**config.mk**
```make
export PLATFORM = sky130hd
export DESIGN_NAME = pls_pins
export DESIGN_NICKNAME = d
export VERILOG_FILES = /design/src/pkg/pls_pkg.sv /design/src/verilog/pls_sync2.sv /design/src/verilog/pls_pins.sv
export SDC_FILE = /design/constraint.sdc
export NUM_CORES = 1
export LEC_CHECK = 0
export ABC_AREA = 1
export BUFFER_PORTS_ARGS = -buffer_cell sky130_fd_sc_hd__buf_2
export CORE_ASPECT_RATIO = 1.2
export CORE_MARGIN = 2
export CORE_UTILIZATION = 55
export CTS_BUF_LIST = sky130_fd_sc_hd__clkbuf_16
export CTS_CLUSTER_DIAMETER = 120
export DETAILED_ROUTE_END_ITERATION = 7
export PLACE_DENSITY = 0.77
export SETUP_SLACK_MARGIN = 0.05
export SLEW_MARGIN = 20
export SYNTH_ARGS = -nofsm -noshare
export SYNTH_HDL_FRONTEND = slang
export SYNTH_SLANG_ARGS = --single-unit
```
**constraint.sdc**
```tcl
create_clock -name clk_sys -period 3.7 [get_ports clk_sys]
set_input_delay 0.74 -clock clk_sys [delete_from_list [all_inputs] [get_ports clk_sys]]
set_output_delay 0.74 -clock clk_sys [all_outputs]
set_load 0.01 [all_outputs]
```
**src/pkg/pls_pkg.sv**
```systemverilog
// Purpose: Shared constants for the indicator, strap and interrupt pin block
// Assumes: 125 MHz system clock
// Notes:   Register 0 and register 1f bit positions follow the management map

package pls_pkg;

   // ******************************************************
   // Register bus map
   // ******************************************************
   localparam logic [4:0] PLS_REG_CTRL      = 5'h00;
   localparam logic [4:0] PLS_REG_STAT      = 5'h01;
   localparam logic [4:0] PLS_REG_IRQ_STAT  = 5'h1b;
   localparam logic [4:0] PLS_REG_IRQ_MASK  = 5'h1c;
   localparam logic [4:0] PLS_REG_PHY_CTRL  = 5'h1f;

   // ******************************************************
   // Field positions
   // ******************************************************
   localparam int PLS_CTRL_SPEED_BIT   = 13;
   localparam int PLS_CTRL_ANEG_BIT    = 12;
   localparam int PLS_CTRL_DUPLEX_BIT  = 8;
   localparam int PLS_PHY_INT_POL_BIT  = 9;
   localparam int PLS_NUM_EVENTS       = 4;

   // Interrupt status register bit positions: link up, link down, collision, fault
   localparam int PLS_EV_LINK_UP   = 0;
   localparam int PLS_EV_LINK_DOWN = 1;
   localparam int PLS_EV_COLL      = 2;
   localparam int PLS_EV_FAULT     = 3;

   // ******************************************************
   // Reset values and timing
   // ******************************************************
   localparam logic [15:0] PLS_CTRL_RESET     = 16'h0000;
   localparam logic [15:0] PLS_PHY_CTRL_RESET = 16'h0000;
   localparam int          PLS_CLK_MHZ        = 125;
   localparam int          PLS_BLINK_MS       = 50;
   localparam int          PLS_BLINK_CYC      = PLS_BLINK_MS * 1000 * PLS_CLK_MHZ;

endpackage : pls_pkg

```
**src/verilog/pls_sync2.sv**
```systemverilog
// Purpose: Two-stage synchroniser for a group of pin inputs
// Assumes: Inputs are asynchronous to clk_sys
// Notes:   First stage is read only by the second

`timescale 1ns/1ps

module pls_sync2 #(
   parameter int W = 1
) (
   input  wire logic         clk_sys,
   input  wire logic         reset,
   input  wire logic [W-1:0] d,
   output logic      [W-1:0] q
);

   logic [W-1:0] meta_r;

   always_ff @(posedge clk_sys) begin
      if (reset) begin
         meta_r <= '0;
         q      <= '0;
      end else begin
         meta_r <= d;
         q      <= meta_r;
      end
   end

endmodule : pls_sync2

```
**src/verilog/pls_pins.sv**
```systemverilog
// What this block does
// RULE1: Interrupt pin active level follows register 1f bit 9.
// RULE2: Interrupt pin strap during reset becomes station address bit 0.
// RULE3: Link/activity pin low with link, high without, toggles on activity.
// RULE4: Link/activity pin pulled low at reset selects factory test mode.
// RULE5: Speed pin high at 10, low at 100; strap loads speed bit.
// RULE6: Duplex pin high half, low full; strap loads register 0 bit 8.
// RULE7: Collision pin strap loads auto-negotiation enable, register 0 bit 12.
// RULE8: Straps sampled while reset is held; pins then revert to outputs.
// RULE9: Collision pin low during collision, high otherwise.
//
// Purpose: Dual-function indicator, strap and interrupt pins of the transceiver
// Assumes: Pins are open during reset so the external pull sets their level
// Notes:   Straps latch on the last reset cycle, read through synchronisers
//
// The address map and the address-and-strobe port were chosen for this implementation.

`timescale 1ns/1ps

module pls_pins
   import pls_pkg::*;
#(
   parameter int BLINK_CYC = PLS_BLINK_CYC
) (
   input  wire logic        clk_sys,
   input  wire logic        reset,
   input  wire logic [4:0]  reg_addr,
   input  wire logic [15:0] reg_wdata,
   input  wire logic        reg_wr,
   input  wire logic        reg_rd,
   output logic      [15:0] reg_rdata,
   input  wire logic        link_up,
   input  wire logic        activity,
   input  wire logic        collision,
   input  wire logic        far_end_fault,
   input  wire logic        int_pin_i,
   output logic             int_pin_o,
   output logic             int_pin_oe,
   input  wire logic        link_activity_indicator_i,
   output logic             link_activity_indicator_o,
   output logic             link_activity_indicator_oe,
   input  wire logic        speed_indicator_i,
   output logic             speed_indicator_o,
   output logic             speed_indicator_oe,
   input  wire logic        duplex_indicator_i,
   output logic             duplex_indicator_o,
   output logic             duplex_indicator_oe,
   input  wire logic        collision_indicator_i,
   output logic             collision_indicator_o,
   output logic             collision_indicator_oe,
   output logic             station_addr_bit0,
   output logic             factory_test_mode,
   output logic             irq
);

   // ******************************************************
   // Pin synchronisers
   // ******************************************************
   logic [3:0] pin_s;
   logic [3:0] ev_s;

   pls_sync2 #(.W(4)) u_pin_sync (
      .clk_sys (clk_sys),
      .reset   (1'b0),
      .d       ({collision_indicator_i, duplex_indicator_i, speed_indicator_i, int_pin_i}),
      .q       (pin_s)
   );

   // Link status inputs come from PHY logic on the same clock
   assign ev_s = {far_end_fault, collision, activity, link_up};

   // ******************************************************
   // Strap capture
   // ******************************************************
   logic test_s_meta_r;
   logic test_s_r;
   logic strap_test_r;

   // Test strap has its own synchroniser; reset does not clear it
   always_ff @(posedge clk_sys) begin
      test_s_meta_r <= link_activity_indicator_i;
      test_s_r      <= test_s_meta_r;
   end

   // ******************************************************
   // Registers
   // ******************************************************
   logic [15:0] ctrl_r;
   logic [15:0] ctrl_nxt;
   logic [15:0] phy_ctrl_r;
   logic [3:0]  irq_stat_r;
   logic [3:0]  irq_stat_nxt;
   logic [3:0]  irq_mask_r;
   logic        addr0_r;
   logic        link_d_r;
   logic [3:0]  ev_set;
   logic        wr_ctrl;
   logic        wr_phy;
   logic        wr_istat;
   logic        wr_imask;
   logic [15:0] rd_mux;
   logic        int_pol;
   logic        int_active;

   assign wr_ctrl  = reg_wr && (reg_addr == PLS_REG_CTRL);
   assign wr_phy   = reg_wr && (reg_addr == PLS_REG_PHY_CTRL);
   assign wr_istat = reg_wr && (reg_addr == PLS_REG_IRQ_STAT);
   assign wr_imask = reg_wr && (reg_addr == PLS_REG_IRQ_MASK);

   // Straps hold the register while reset is high, last cycle wins
   always_comb begin
      ctrl_nxt = ctrl_r;
      if (reset) begin
         ctrl_nxt                      = PLS_CTRL_RESET;
         ctrl_nxt[PLS_CTRL_SPEED_BIT]  = pin_s[1];   // RULE5
         ctrl_nxt[PLS_CTRL_DUPLEX_BIT] = pin_s[2];   // RULE6
         ctrl_nxt[PLS_CTRL_ANEG_BIT]   = pin_s[3];   // RULE7
      end else if (wr_ctrl) begin
         ctrl_nxt = reg_wdata;
      end
   end

   // Pull-up strap (high) on speed pin means 100; low on duplex pin means half duplex
   always_ff @(posedge clk_sys) begin
      ctrl_r <= ctrl_nxt;  // RULE8
      if (reset) begin
         addr0_r      <= pin_s[0];    // RULE2
         strap_test_r <= ~test_s_r;   // RULE4
      end
   end

   assign ev_set = {ev_s[3], ev_s[2], link_d_r & ~ev_s[0], ~link_d_r & ev_s[0]};

   // Set wins over write-one-to-clear
   assign irq_stat_nxt = (irq_stat_r & ~(wr_istat ? reg_wdata[3:0] : 4'h0)) | ev_set;

   always_ff @(posedge clk_sys) begin
      if (reset) begin
         phy_ctrl_r <= PLS_PHY_CTRL_RESET;
         irq_stat_r <= 4'h0;
         irq_mask_r <= 4'h0;
         link_d_r   <= 1'b0;
      end else begin
         link_d_r   <= ev_s[0];
         irq_stat_r <= irq_stat_nxt;
         if (wr_phy) begin
            phy_ctrl_r <= reg_wdata;
         end
         if (wr_imask) begin
            irq_mask_r <= reg_wdata[3:0];
         end
      end
   end

   assign rd_mux = (reg_addr == PLS_REG_CTRL)     ? ctrl_r :
                   (reg_addr == PLS_REG_STAT)     ? {14'h0000, strap_test_r, addr0_r} :
                   (reg_addr == PLS_REG_IRQ_STAT) ? {12'h000, irq_stat_r} :
                   (reg_addr == PLS_REG_IRQ_MASK) ? {12'h000, irq_mask_r} :
                   (reg_addr == PLS_REG_PHY_CTRL) ? phy_ctrl_r : 16'h0000;

   always_ff @(posedge clk_sys) begin
      if (reset) begin
         reg_rdata <= 16'h0000;
      end else if (reg_rd) begin
         reg_rdata <= rd_mux;
      end
   end

   // ******************************************************
   // Activity blink divider
   // ******************************************************
   logic [23:0] blink_cnt_r;
   logic        blink_tick;
   logic        blink_r;

   assign blink_tick = (blink_cnt_r == 24'(BLINK_CYC - 1));

   always_ff @(posedge clk_sys) begin
      if (reset) begin
         blink_cnt_r <= 24'h000000;
         blink_r     <= 1'b0;
      end else begin
         blink_cnt_r <= blink_tick ? 24'h000000 : blink_cnt_r + 24'h000001;
         if (!ev_s[1]) begin
            blink_r <= 1'b0;
         end else if (blink_tick) begin
            blink_r <= ~blink_r;
         end
      end
   end

   // ******************************************************
   // Pin drivers
   // ******************************************************
   // Interrupt pin asserted level: bit 9 set means active high
   assign int_pol    = phy_ctrl_r[PLS_PHY_INT_POL_BIT];
   assign int_active = |(irq_stat_r & irq_mask_r);

   // Outputs released during reset so the strap pulls set the level
   always_ff @(posedge clk_sys) begin
      if (reset) begin
         int_pin_o                  <= 1'b0;
         int_pin_oe                 <= 1'b0;
         link_activity_indicator_o  <= 1'b1;
         link_activity_indicator_oe <= 1'b0;
         speed_indicator_o          <= 1'b1;
         speed_indicator_oe         <= 1'b0;
         duplex_indicator_o         <= 1'b1;
         duplex_indicator_oe        <= 1'b0;
         collision_indicator_o      <= 1'b1;
         collision_indicator_oe     <= 1'b0;
         irq                        <= 1'b0;
      end else begin
         int_pin_o                  <= int_active ? int_pol : ~int_pol;            // RULE1
         int_pin_oe                 <= 1'b1;                                       // RULE8
         link_activity_indicator_o  <= ~ev_s[0] | blink_r;                         // RULE3
         link_activity_indicator_oe <= 1'b1;
         speed_indicator_o          <= ~ctrl_r[PLS_CTRL_SPEED_BIT];                // RULE5
         speed_indicator_oe         <= 1'b1;
         duplex_indicator_o         <= ~ctrl_r[PLS_CTRL_DUPLEX_BIT];               // RULE6
         duplex_indicator_oe        <= 1'b1;
         collision_indicator_o      <= ~ev_s[2];                                   // RULE9
         collision_indicator_oe     <= 1'b1;
         irq                        <= int_active;
      end
   end

   always_ff @(posedge clk_sys) begin
      station_addr_bit0 <= addr0_r;       // RULE2
      factory_test_mode <= strap_test_r;  // RULE4
   end

   // ******************************************************
   // Checks
   // ******************************************************
   // A strap only reaches its latch after four reset edges (release, two sync stages, latch)
   logic [3:0] rst_hist_r;
   logic       strap_settled;

   always_ff @(posedge clk_sys) begin
      rst_hist_r <= {rst_hist_r[2:0], reset};
   end

   assign strap_settled = &rst_hist_r;

   int_level_a: assert property (@(posedge clk_sys) disable iff (reset) // RULE1
      int_pin_oe && $past(int_pin_oe) |->
         int_pin_o == ($past(|(irq_stat_r & irq_mask_r)) ~^ $past(phy_ctrl_r[PLS_PHY_INT_POL_BIT])))
      else $error("interrupt pin level wrong");
   strap_addr_a: assert property (@(posedge clk_sys) // RULE2
      $fell(reset) && strap_settled |-> addr0_r == $past(pin_s[0]))
      else $error("address strap not latched");
   link_led_a: assert property (@(posedge clk_sys) disable iff (reset) // RULE3
      !reset && !ev_s[0] |=> link_activity_indicator_o)
      else $error("link indicator on without link");
   test_strap_a: assert property (@(posedge clk_sys) // RULE4
      $fell(reset) && strap_settled |-> strap_test_r == ~$past(test_s_r))
      else $error("test strap wrong");
   speed_strap_a: assert property (@(posedge clk_sys) // RULE5
      $fell(reset) && strap_settled |-> ctrl_r[PLS_CTRL_SPEED_BIT] == $past(pin_s[1]))
      else $error("speed strap wrong");
   duplex_strap_a: assert property (@(posedge clk_sys) // RULE6
      $fell(reset) && strap_settled |-> ctrl_r[PLS_CTRL_DUPLEX_BIT] == $past(pin_s[2]))
      else $error("duplex strap wrong");
   aneg_strap_a: assert property (@(posedge clk_sys) // RULE7
      $fell(reset) && strap_settled |-> ctrl_r[PLS_CTRL_ANEG_BIT] == $past(pin_s[3]))
      else $error("autoneg strap wrong");
   pins_released_a: assert property (@(posedge clk_sys) // RULE8
      reset ##1 reset |-> !speed_indicator_oe && !int_pin_oe && !collision_indicator_oe)
      else $error("pin driven during reset");
   coll_led_a: assert property (@(posedge clk_sys) disable iff (reset) // RULE9
      !reset && ev_s[2] |=> !collision_indicator_o)
      else $error("collision indicator off in collision");

endmodule : pls_pins

```
==> results of run 1 <==
worst min path at each step:
| stage | startpoint | to | slack, ns | depth (start not counted) |
|---|---|---|---|---|
| floorplan | test_s_meta_r$_DFF_P_ | test_s_r$_DFF_P_ | 0.31 | 0 |
| global placement | u_pin_sync.meta_r[0]$_DFF_P_ | u_pin_sync.q[0]$_DFF_P_ | 0.31 | 0 |
| detailed placement | u_pin_sync.meta_r[2]$_DFF_P_ | u_pin_sync.q[2]$_DFF_P_ | 0.31 | 0 |
| CTS | u_pin_sync.meta_r[0]$_DFF_P_ | u_pin_sync.q[0]$_DFF_P_ | 0.33 | 0 |
| global route | u_pin_sync.meta_r[0]$_DFF_P_ | u_pin_sync.q[0]$_DFF_P_ | 0.34 | 0 |
| finish | u_pin_sync.meta_r[2]$_DFF_P_ | u_pin_sync.q[2]$_DFF_P_ | 0.33 | 0 |
layout make-up:
type / instances / area [um^2]
multi-input cells: 388 / 1800
clock buffers: 9 / 225
inverters: 54 / 203
repair buffers: 65 / 333
fillers: 700 / 2750
flip-flops and latches: 103 / 2110
clock inverters: 7 / 77.6
well taps: 92 / 115
synth_stat cells:
library cell  instances  area, um^2
nand2_1             142         533
dfxtp_1              98        1960
nor2_1               83         312
inv_1                52         195
nand3_1              47         235
a21oi_1              39         195
o21ai_0              21         105
o211ai_1             14         105
nand4_1              13        81.3
clkbuf_1              8        30.0
buf_4                 7        52.6
buf_2                 5        25.0
edfxtp_1              5         150
xor2_1                5        43.8
nand3b_1              4        30.0
nor3_1                4        20.0
buf_6                 3        33.8
nor2_4                3        33.8
buf_1                 2        7.51
inv_2                 2        7.51
nand2_2               2        12.5
nand2_4               2        22.5
nor2_2                2        12.5
a21oi_2               1        8.76
a221oi_1              1        8.76
ha_1                  1        12.5
nand3_2               1        10.0
o22ai_1               1        6.26
or2_0                 1        6.26
xnor2_1               1        8.76
critical path, stage by stage:
cell	delay, ns
buf_2	0.09
nand2_1	0.12
nor2_4	0.16
nand2_2	0.08
inv_2	0.35
nand2_4	0.22
o21ai_0	0.20
a21oi_1	0.06
state kept, by name (all words and copies together), names as in the netlist, 4 cells and up:
register and count:
u_pin_sync.q 4, ctrl_r 16, u_pin_sync.meta_r 4, reg_rdata 16
irq_mask_r 4, blink_cnt_r 24, phy_ctrl_r 16, irq_stat_r 4
per-layer routing:
layer	GRT usage	routed length (um)	up-vias
met2	0.434	4890	124
li1	-	-	1936
met1	0.274	3940	1766
met4	0.132	276	0
met3	0.0287	464	24
met5	0	0	-
power breakdown:
| group | total, mW | switching (mW) | internal, mW |
|---|---|---|---|
| Sequential | 1.17 | 0.0170 | 1.15 |
| Combinational | 0.124 | 0.0793 | 0.0443 |
| Clock | 0.955 | 0.424 | 0.531 |
stage by stage:
stage | area, um^2 | power [mW] | hold WS [ns]
6_report | 4870 | 2.25 | 0.328
4_1_cts | 4870 | 2.26 | 0.328
3_3_place_gp | 4570 | 1.31 | 0.312
5_1_grt | 4870 | 2.32 | 0.339
2_1_floorplan | 4270 | 1.26 | 0.310
3_5_place_dp | 4570 | 1.32 | 0.313
kinds of logic after synthesis:
group,synth area share
AO/OA/AOI/OAI,0.101
AND/OR/NAND/NOR,0.307
XOR/XNOR,0.0123
flip-flops,0.495
buffers and inverters,0.0824
adder cells (fa/ha/maj),0.00293
==> impl_metrics.json, run 1 <==
{
  "layout_min_cycle_time_ns": 1.81,
  "hpwl_mm": 6.78,
  "fin_cells": 718,
  "diodes": 0,
  "slew_headroom": 0.567,
  "worstPathArrival_ns": 2.04,
  "fin_crit_sh": 0.489,
  "synth-seq-area-share": 0.495,
  "clock_sinks": 103,
  "final_util": 0.639,
  "port_buffers": 62,
  "clk_pin_slew_worst_paths_ns": 0.07,
  "synthesis.nets": 605,
  "r2r_cells": 8,
  "avgSynthCellArea_um2": 7.49,
  "power_density_nw_per_um2": 461,
  "final-hold-violation-count": 0,
  "synth_cells": 570,
  "yosys_warnings": 0,
  "root_buffer": "clkbuf_16",
  "maxCapViolCount": 0,
  "synth.cell_area_um2": 4270,
  "grt_pass1_vias": 3726,
  "die_h_um": 100,
  "tightestPinTransition_ns": 0.649,
  "post_cts_resized": 0,
  "drt_first_pass_iters": 5,
  "grt_first_pass_wirelength_mm": 16.4,
  "drt_iter0_markers": 169,
  "routed_via_density": 5.36,
  "finalSetupTns_ns": 0,
  "crit_end": "phy_ctrl_r[2]$_SDFFE_PP0P_",
  "vdd_drop_max_uv": 334,
  "core_um2": 7620,
  "area_growth_pct": 14.1,
  "cp-end-kind": "flip-flop",
  "clock_latency_ns": 0.35,
  "io_pins": 63,
  "critPathLaunch": "reg_addr[4]",
  "grtUsageTotal": 0.240,
  "leakage_nw": 1.98,
  "yosysUniqueCellTypes": 30,
  "final_nets": 656,
  "place_ws_ns": 1.54,
  "die_width_um": 84.4,
  "drc": 0,
  "holdCritPathClass": "flip-flop to flip-flop",
  "rr_startpoint": "blink_cnt_r[0]$_SDFF_PP0_",
  "hold_buffers": 0,
  "worstSetupStartpointType": "input pin",
  "dieArea_um2": 8480,
  "critPathMaxFanout": 27,
  "antenna_found_initial": 0,
  "layout.cells.most_common": "nand2_1",
  "placedCellCount": 702,
  "r2r_end": "blink_cnt_r[9]$_SDFF_PP0_",
  "drt.antenna.violating_nets": 0,
  "std_cell_rows": 35,
  "wl_per_cell_um": 13.3,
  "status": "complete, no violations",
  "grt_max_degree": 33,
  "final_cell_mix": "nand2_1 (142), dfxtp_1 (98), nor2_1 (83)",
  "required_ns": 3.93,
  "final.setup_skew_ns": 0.00658,
  "rsz0062_at_grt": "no",
  "critPathKind": "input pin to flip-flop",
  "finalSetupViolCount": 0,
  "globalplace.congestion": 0.901,
  "post_cts_buffers": 0,
  "setup_ws_ns": 1.89,
  "cts_tree": "built",
  "grt_overflow_total": 0,
  "drive_gt1_frac": 0.150,
  "vias": 3850,
  "ctsHtreeMaxLevel": 3,
  "yosys_register_bits": 103,
  "wl_mm": 9.57,
  "fmax_ghz": 0.552,
  "cts_buffer_depth": 2,
  "initial_utilization": 0.560,
  "drv_slew": 0,
  "cts_buffers": 9,
  "r2r_slack_ns": 1.90
}
Power figures use the tool's default switching activity.
==> inputs of run 2 (changes only) <==
--- a/config.mk
+++ b/config.mk
@@ -9,11 +9,11 @@
 export BUFFER_PORTS_ARGS = -buffer_cell sky130_fd_sc_hd__buf_2
 export CORE_ASPECT_RATIO = 1.2
 export CORE_MARGIN = 2
-export CORE_UTILIZATION = 55
+export CORE_UTILIZATION = 51
 export CTS_BUF_LIST = sky130_fd_sc_hd__clkbuf_16
 export CTS_CLUSTER_DIAMETER = 120
 export DETAILED_ROUTE_END_ITERATION = 7
-export PLACE_DENSITY = 0.77
+export PLACE_DENSITY = 0.75
 export SETUP_SLACK_MARGIN = 0.05
 export SLEW_MARGIN = 20
 export SYNTH_ARGS = -nofsm -noshare
==> constraint.sdc (replaced) <==
create_clock -name clk_sys -period 1.6 [get_ports clk_sys]
set_input_delay 0.32 -clock clk_sys [delete_from_list [all_inputs] [get_ports clk_sys]]
set_output_delay 0.32 -clock clk_sys [all_outputs]
set_load 0.01 [all_outputs]
==> run 2 against run 1 <==
Effect of this change: total power up 130%; setup slack got worse by 1.8 ns; sequential power increased by 130%; final cell count is 3.2% higher; sequential cell count unchanged; clock power increased by 120%; register-to-register slack got worse by 1.8 ns; critical endpoint is now blink_cnt_r[2]$_SDFF_PP0_; highest routed layer unchanged.
==> impl_metrics.json, run 2 (same netlist as run 1, synthesis figures left out) <==
{
  "diodes": 0,
  "layout_min_cycle_time_ns": 1.50,
  "cts_buffer_depth": 2,
  "finalSetupTns_ns": 0,
  "status": "complete, no violations",
  "drt_first_pass_iters": 5,
  "holdCritPathClass": "input pin to flip-flop",
  "fmax_ghz": 0.667,
  "regMostFlops": "blink_cnt_r",
  "core_um2": 8110,
  "maxCapViolCount": 0,
  "initial_utilization": 0.526,
  "vdd_drop_max_uv": 551,
  "grt_first_pass_wirelength_mm": 16.7,
  "layout.cells.most_common": "nand2_1",
  "wl_mm": 10.2,
  "io_pins": 63,
  "total_power_mw": 5.15,
  "finalSetupViolCount": 0,
  "min_path_cells": 1,
  "clk_pin_slew_worst_paths_ns": 0.06,
  "ctsHtreeMaxLevel": 3,
  "cp-end-kind": "flip-flop",
  "num-fill-cells": 731,
  "vias": 3977,
  "routed_via_density": 5.37,
  "cts_tree": "built",
  "tightestPinTransition_ns": 0.563,
  "rsz0062_at_grt": "no",
  "cts_buffers": 9,
  "r2r_end": "blink_cnt_r[2]$_SDFF_PP0_",
  "leakage_nw": 2.10,
  "globalplace.congestion": 0.871,
  "clock_latency_ns": 0.35,
  "largest_reg_flops": 24,
  "die_h_um": 104,
  "final.setup_skew_ns": 0.00765,
  "critPathKind": "flip-flop to flip-flop",
  "drc": 0,
  "grt_pass1_vias": 3803,
  "final_cell_mix": "nand2_1 (140), dfxtp_1 (96), nor2_1 (81)",
  "wl_per_cell_um": 13.8,
  "drive_gt1_frac": 0.184,
  "drt_iter0_markers": 248,
  "drt.antenna.violating_nets": 0,
  "grt_max_degree": 42,
  "antenna_found_initial": 0,
  "critPathMaxFanout": 6,
  "port_buffers": 62,
  "die_width_um": 87.5,
  "whs_endpoint": "test_s_meta_r$_DFF_P_",
  "slew_headroom": 0.625,
  "area_growth_pct": 20.0,
  "min_from": "link_activity_indicator_i",
  "r2r_cells": 8,
  "holdWs_ns": 0.0738,
  "required_ns": 1.83,
  "dieArea_um2": 9120,
  "std_cell_rows": 36,
  "hpwl_mm": 7.09,
  "finalInstanceArea_um2": 5120,
  "dpl-instance-area_um2": 4740,
  "drv_slew": 0,
  "worstPathArrival_ns": 1.73,
  "fin_crit_sh": 0.936,
  "r2r_slack_ns": 0.10,
  "worstSetupStartpointType": "flip-flop",
  "rr_startpoint": "blink_cnt_r[0]$_SDFF_PP0_",
  "grtUsageTotal": 0.227,
  "grt_overflow_total": 0,
  "final_nets": 676,
  "root_buffer": "clkbuf_16",
  "power_density_nw_per_um2": 1010,
  "clock_sinks": 103,
  "final-hold-violation-count": 0
}
run 2: worst max-delay path by stage:
stage	from	end	slack, ns	cells after the start
after floorplan	blink_cnt_r[0]$_SDFF_PP0_	blink_cnt_r[11]$_SDFF_PP0_	0.11	9
after global placement	reg_addr[2]	ctrl_r[14]$_SDFFE_PP0P_	0.08	8
after detailed placement	reg_addr[2]	ctrl_r[2]$_SDFFE_PP0P_	0.04	8
after CTS	blink_cnt_r[1]$_SDFF_PP0_	blink_cnt_r[18]$_SDFF_PP0_	0.08	8
after global routing	blink_cnt_r[1]$_SDFF_PP0_	blink_cnt_r[2]$_SDFF_PP0_	0.04	8
final	blink_cnt_r[0]$_SDFF_PP0_	blink_cnt_r[2]$_SDFF_PP0_	0.10	8
run 2: metrics by stage:
stage	util	setup slack (ns)	cells
after floorplan	-	0.106	570
after global placement	0.585	0.0826	721
after detailed placement	0.585	0.0417	721
after CTS	0.621	0.0770	737
after global routing	0.631	0.0416	741
final	0.631	0.102	741
run 2: power breakdown:
part / switching [mW] / internal, mW / total [mW]
clock network: 0.922 / 1.20 / 2.12
logic: 0.198 / 0.130 / 0.328
registers: 0.0391 / 2.66 / 2.70
run 2: layout make-up:
| class | count | area (um^2) | area share |
|---|---|---|---|
| Sequential cell | 103 | 2110 | 0.413 |
| Multi-Input combinational cell | 391 | 1880 | 0.367 |
| Timing Repair Buffer | 82 | 514 | 0.100 |
| Clock buffer | 9 | 225 | 0.0440 |
| Inverter | 54 | 203 | 0.0396 |
| Tap cell | 95 | 119 | 0.0232 |
| Clock inverter | 7 | 63.8 | 0.0125 |
run 2: routing by layer:
layer / wire, um / vias up / GRT usage
li1: - / 1973 / -
met1: 4160 / 1855 / 0.267
met2: 5290 / 128 / 0.398
met3: 527 / 21 / 0.0413
met4: 260 / 0 / 0.0879
met5: 0 / - / 0
run 2: critical path, cell delays in order (launching register included):
cell,delay [ns]
dfxtp_2,0.36
ha_4,0.14
nand2_2,0.07
nor2_4,0.19
inv_2,0.09
nor2_4,0.12
nand3_4,0.18
nand2_4,0.17
nor3_1,0.06
run 2: timing repair:
action	CTS	global route
cloned	0	3
hold buffers	0	0
buffers inserted	0	1
setup endpoints to repair	9	24
pin swaps	0	7
resized for setup	1	12
==> inputs of run 3 (changes only) <==
--- a/config.mk
+++ b/config.mk
@@ -9,11 +9,11 @@
 export BUFFER_PORTS_ARGS = -buffer_cell sky130_fd_sc_hd__buf_2
 export CORE_ASPECT_RATIO = 1.2
 export CORE_MARGIN = 2
-export CORE_UTILIZATION = 51
+export CORE_UTILIZATION = 55
 export CTS_BUF_LIST = sky130_fd_sc_hd__clkbuf_16
 export CTS_CLUSTER_DIAMETER = 120
 export DETAILED_ROUTE_END_ITERATION = 7
-export PLACE_DENSITY = 0.75
+export PLACE_DENSITY = 0.77
 export SETUP_SLACK_MARGIN = 0.05
 export SLEW_MARGIN = 20
 export SYNTH_ARGS = -nofsm -noshare
==> constraint.sdc (replaced) <==
create_clock -name clk_sys -period 1.9 [get_ports clk_sys]
set_input_delay 0.38 -clock clk_sys [delete_from_list [all_inputs] [get_ports clk_sys]]
set_output_delay 0.38 -clock clk_sys [all_outputs]
set_load 0.01 [all_outputs]
==> run 3 against run 2 <==
Effect of this change: routed wire length down 6.0%; sequential share of layout area grew 1.1 points; first-iteration DRC count increased by 0.81%; setup slack better by 0.18 ns; non-clock buffer count decreased by 9; sequential power shrank 16%; critical path depth rose by 1; final area decreased by 2.6%; combinational power down 22%; clock power fell by 8%; critical endpoint is now blink_cnt_r[10]$_SDFF_PP0_; largest cell class unchanged.
==> impl_metrics.json, run 3 (same netlist as run 1, synthesis figures left out) <==
{
  "finalInstanceArea_um2": 4980,
  "area_growth_pct": 16.8,
  "holdCritPathClass": "input pin to flip-flop",
  "cp-end-kind": "flip-flop",
  "clk_pin_slew_worst_paths_ns": 0.07,
  "worstSetupStartpointType": "flip-flop",
  "dieArea_um2": 8480,
  "ctsHtreeMaxLevel": 3,
  "vias": 3817,
  "cts_buffers": 9,
  "wl_mm": 9.63,
  "antenna_found_initial": 0,
  "total_power_mw": 4.48,
  "finalSetupTns_ns": 0,
  "fin_cells": 726,
  "drt_first_pass_iters": 4,
  "finalSetupViolCount": 0,
  "vdd_drop_max_uv": 539,
  "final_cell_mix": "nand2_1 (142), dfxtp_1 (98), nor2_1 (83)",
  "drv_slew": 0,
  "fmax_ghz": 0.616,
  "diodes": 0,
  "leakage_nw": 2.05,
  "drc": 0,
  "layout_min_cycle_time_ns": 1.62,
  "final.setup_skew_ns": 0.00864,
  "final-hold-violation-count": 0,
  "power_density_nw_per_um2": 898,
  "regMostFlops": "blink_cnt_r",
  "std_cell_rows": 35,
  "root_buffer": "clkbuf_16",
  "critPathMaxFanout": 6,
  "holdWs_ns": 0.138,
  "port_buffers": 62,
  "layout.cells.most_common": "nand2_1",
  "dpl-instance-area_um2": 4660,
  "tightestPinTransition_ns": 0.576,
  "slew_headroom": 0.616,
  "cts_tree": "built",
  "clock_latency_ns": 0.34,
  "drt_iter0_markers": 250,
  "core_um2": 7620,
  "status": "complete, no violations",
  "wl_per_cell_um": 13.3,
  "clock_sinks": 103,
  "hpwl_mm": 6.65,
  "initial_utilization": 0.560,
  "critPathKind": "flip-flop to flip-flop",
  "grt_overflow_total": 0,
  "globalplace.congestion": 0.927,
  "grt_first_pass_wirelength_mm": 16.2,
  "placedCellCount": 710,
  "maxCapViolCount": 0,
  "post_cts_resized": 0,
  "die_h_um": 100,
  "rsz0062_at_grt": "no",
  "grt_pass1_vias": 3598,
  "final_nets": 664,
  "drt.antenna.violating_nets": 0,
  "required_ns": 2.17,
  "drive_gt1_frac": 0.161,
  "worstPathArrival_ns": 1.90,
  "grtUsageTotal": 0.234,
  "grt_max_degree": 42,
  "largest_reg_flops": 24,
  "post_cts_buffers": 0,
  "routed_via_density": 5.26,
  "io_pins": 63,
  "cts_buffer_depth": 2,
  "die_width_um": 84.4,
  "hold_buffers": 0,
  "fin_crit_sh": 0.854
}
[run 3: critical path, cell delays in order, from the launching register on]
cell,delay [ns]
dfxtp_1,0.35
ha_1,0.23
nand2_2,0.10
nor2_4,0.17
buf_4,0.16
nand2_1,0.06
nor2_2,0.10
nand2_1,0.07
or2_0,0.22
a21oi_2,0.11
[run 3: routing by layer]
layer  up-vias  track usage  wire length (um)
met3        23       0.0508               410
met1      1755        0.281              4180
met5         -            0                 0
li1       1956            -                 -
met2        83        0.420              4840
met4         0       0.0757               205
[run 3: layout make-up]
type / count / area [um^2]
fillers: 663 / 2640
flip-flops and latches: 103 / 2110
multi-input cells: 388 / 1800
repair buffers: 73 / 430
clock buffers: 10 / 250
inverters: 54 / 203
well taps: 92 / 115
clock inverters: 6 / 71.3
[run 3: path summary, 6_finish.rpt]
kind	start	endpoint	slack (ns)	cells after the start
setup / recovery	blink_cnt_r[1]$_SDFF_PP0_	blink_cnt_r[10]$_SDFF_PP0_	0.28	9
hold / removal	duplex_indicator_i	u_pin_sync.meta_r[2]$_DFF_P_	0.14	1
setup reg to reg	blink_cnt_r[1]$_SDFF_PP0_	blink_cnt_r[10]$_SDFF_PP0_	0.28	9
hold reg to reg	u_pin_sync.meta_r[3]$_DFF_P_	u_pin_sync.q[3]$_DFF_P_	0.33	0
[run 3: through the flow]
step,setup WS (ns),utilization
CTS,0.277,0.654
detailed placement,0.267,0.612
finish,0.278,0.654
floorplan,0.406,-
global placement,0.312,0.612
global route,0.153,0.654
[run 3: where the power goes]
part / leakage, nW / internal, mW / switching, mW / total, mW
Sequential: 0.852 / 2.24 / 0.0292 / 2.27
Combinational: 1.04 / 0.0969 / 0.160 / 0.257
Clock: 0.159 / 1.12 / 0.835 / 1.95
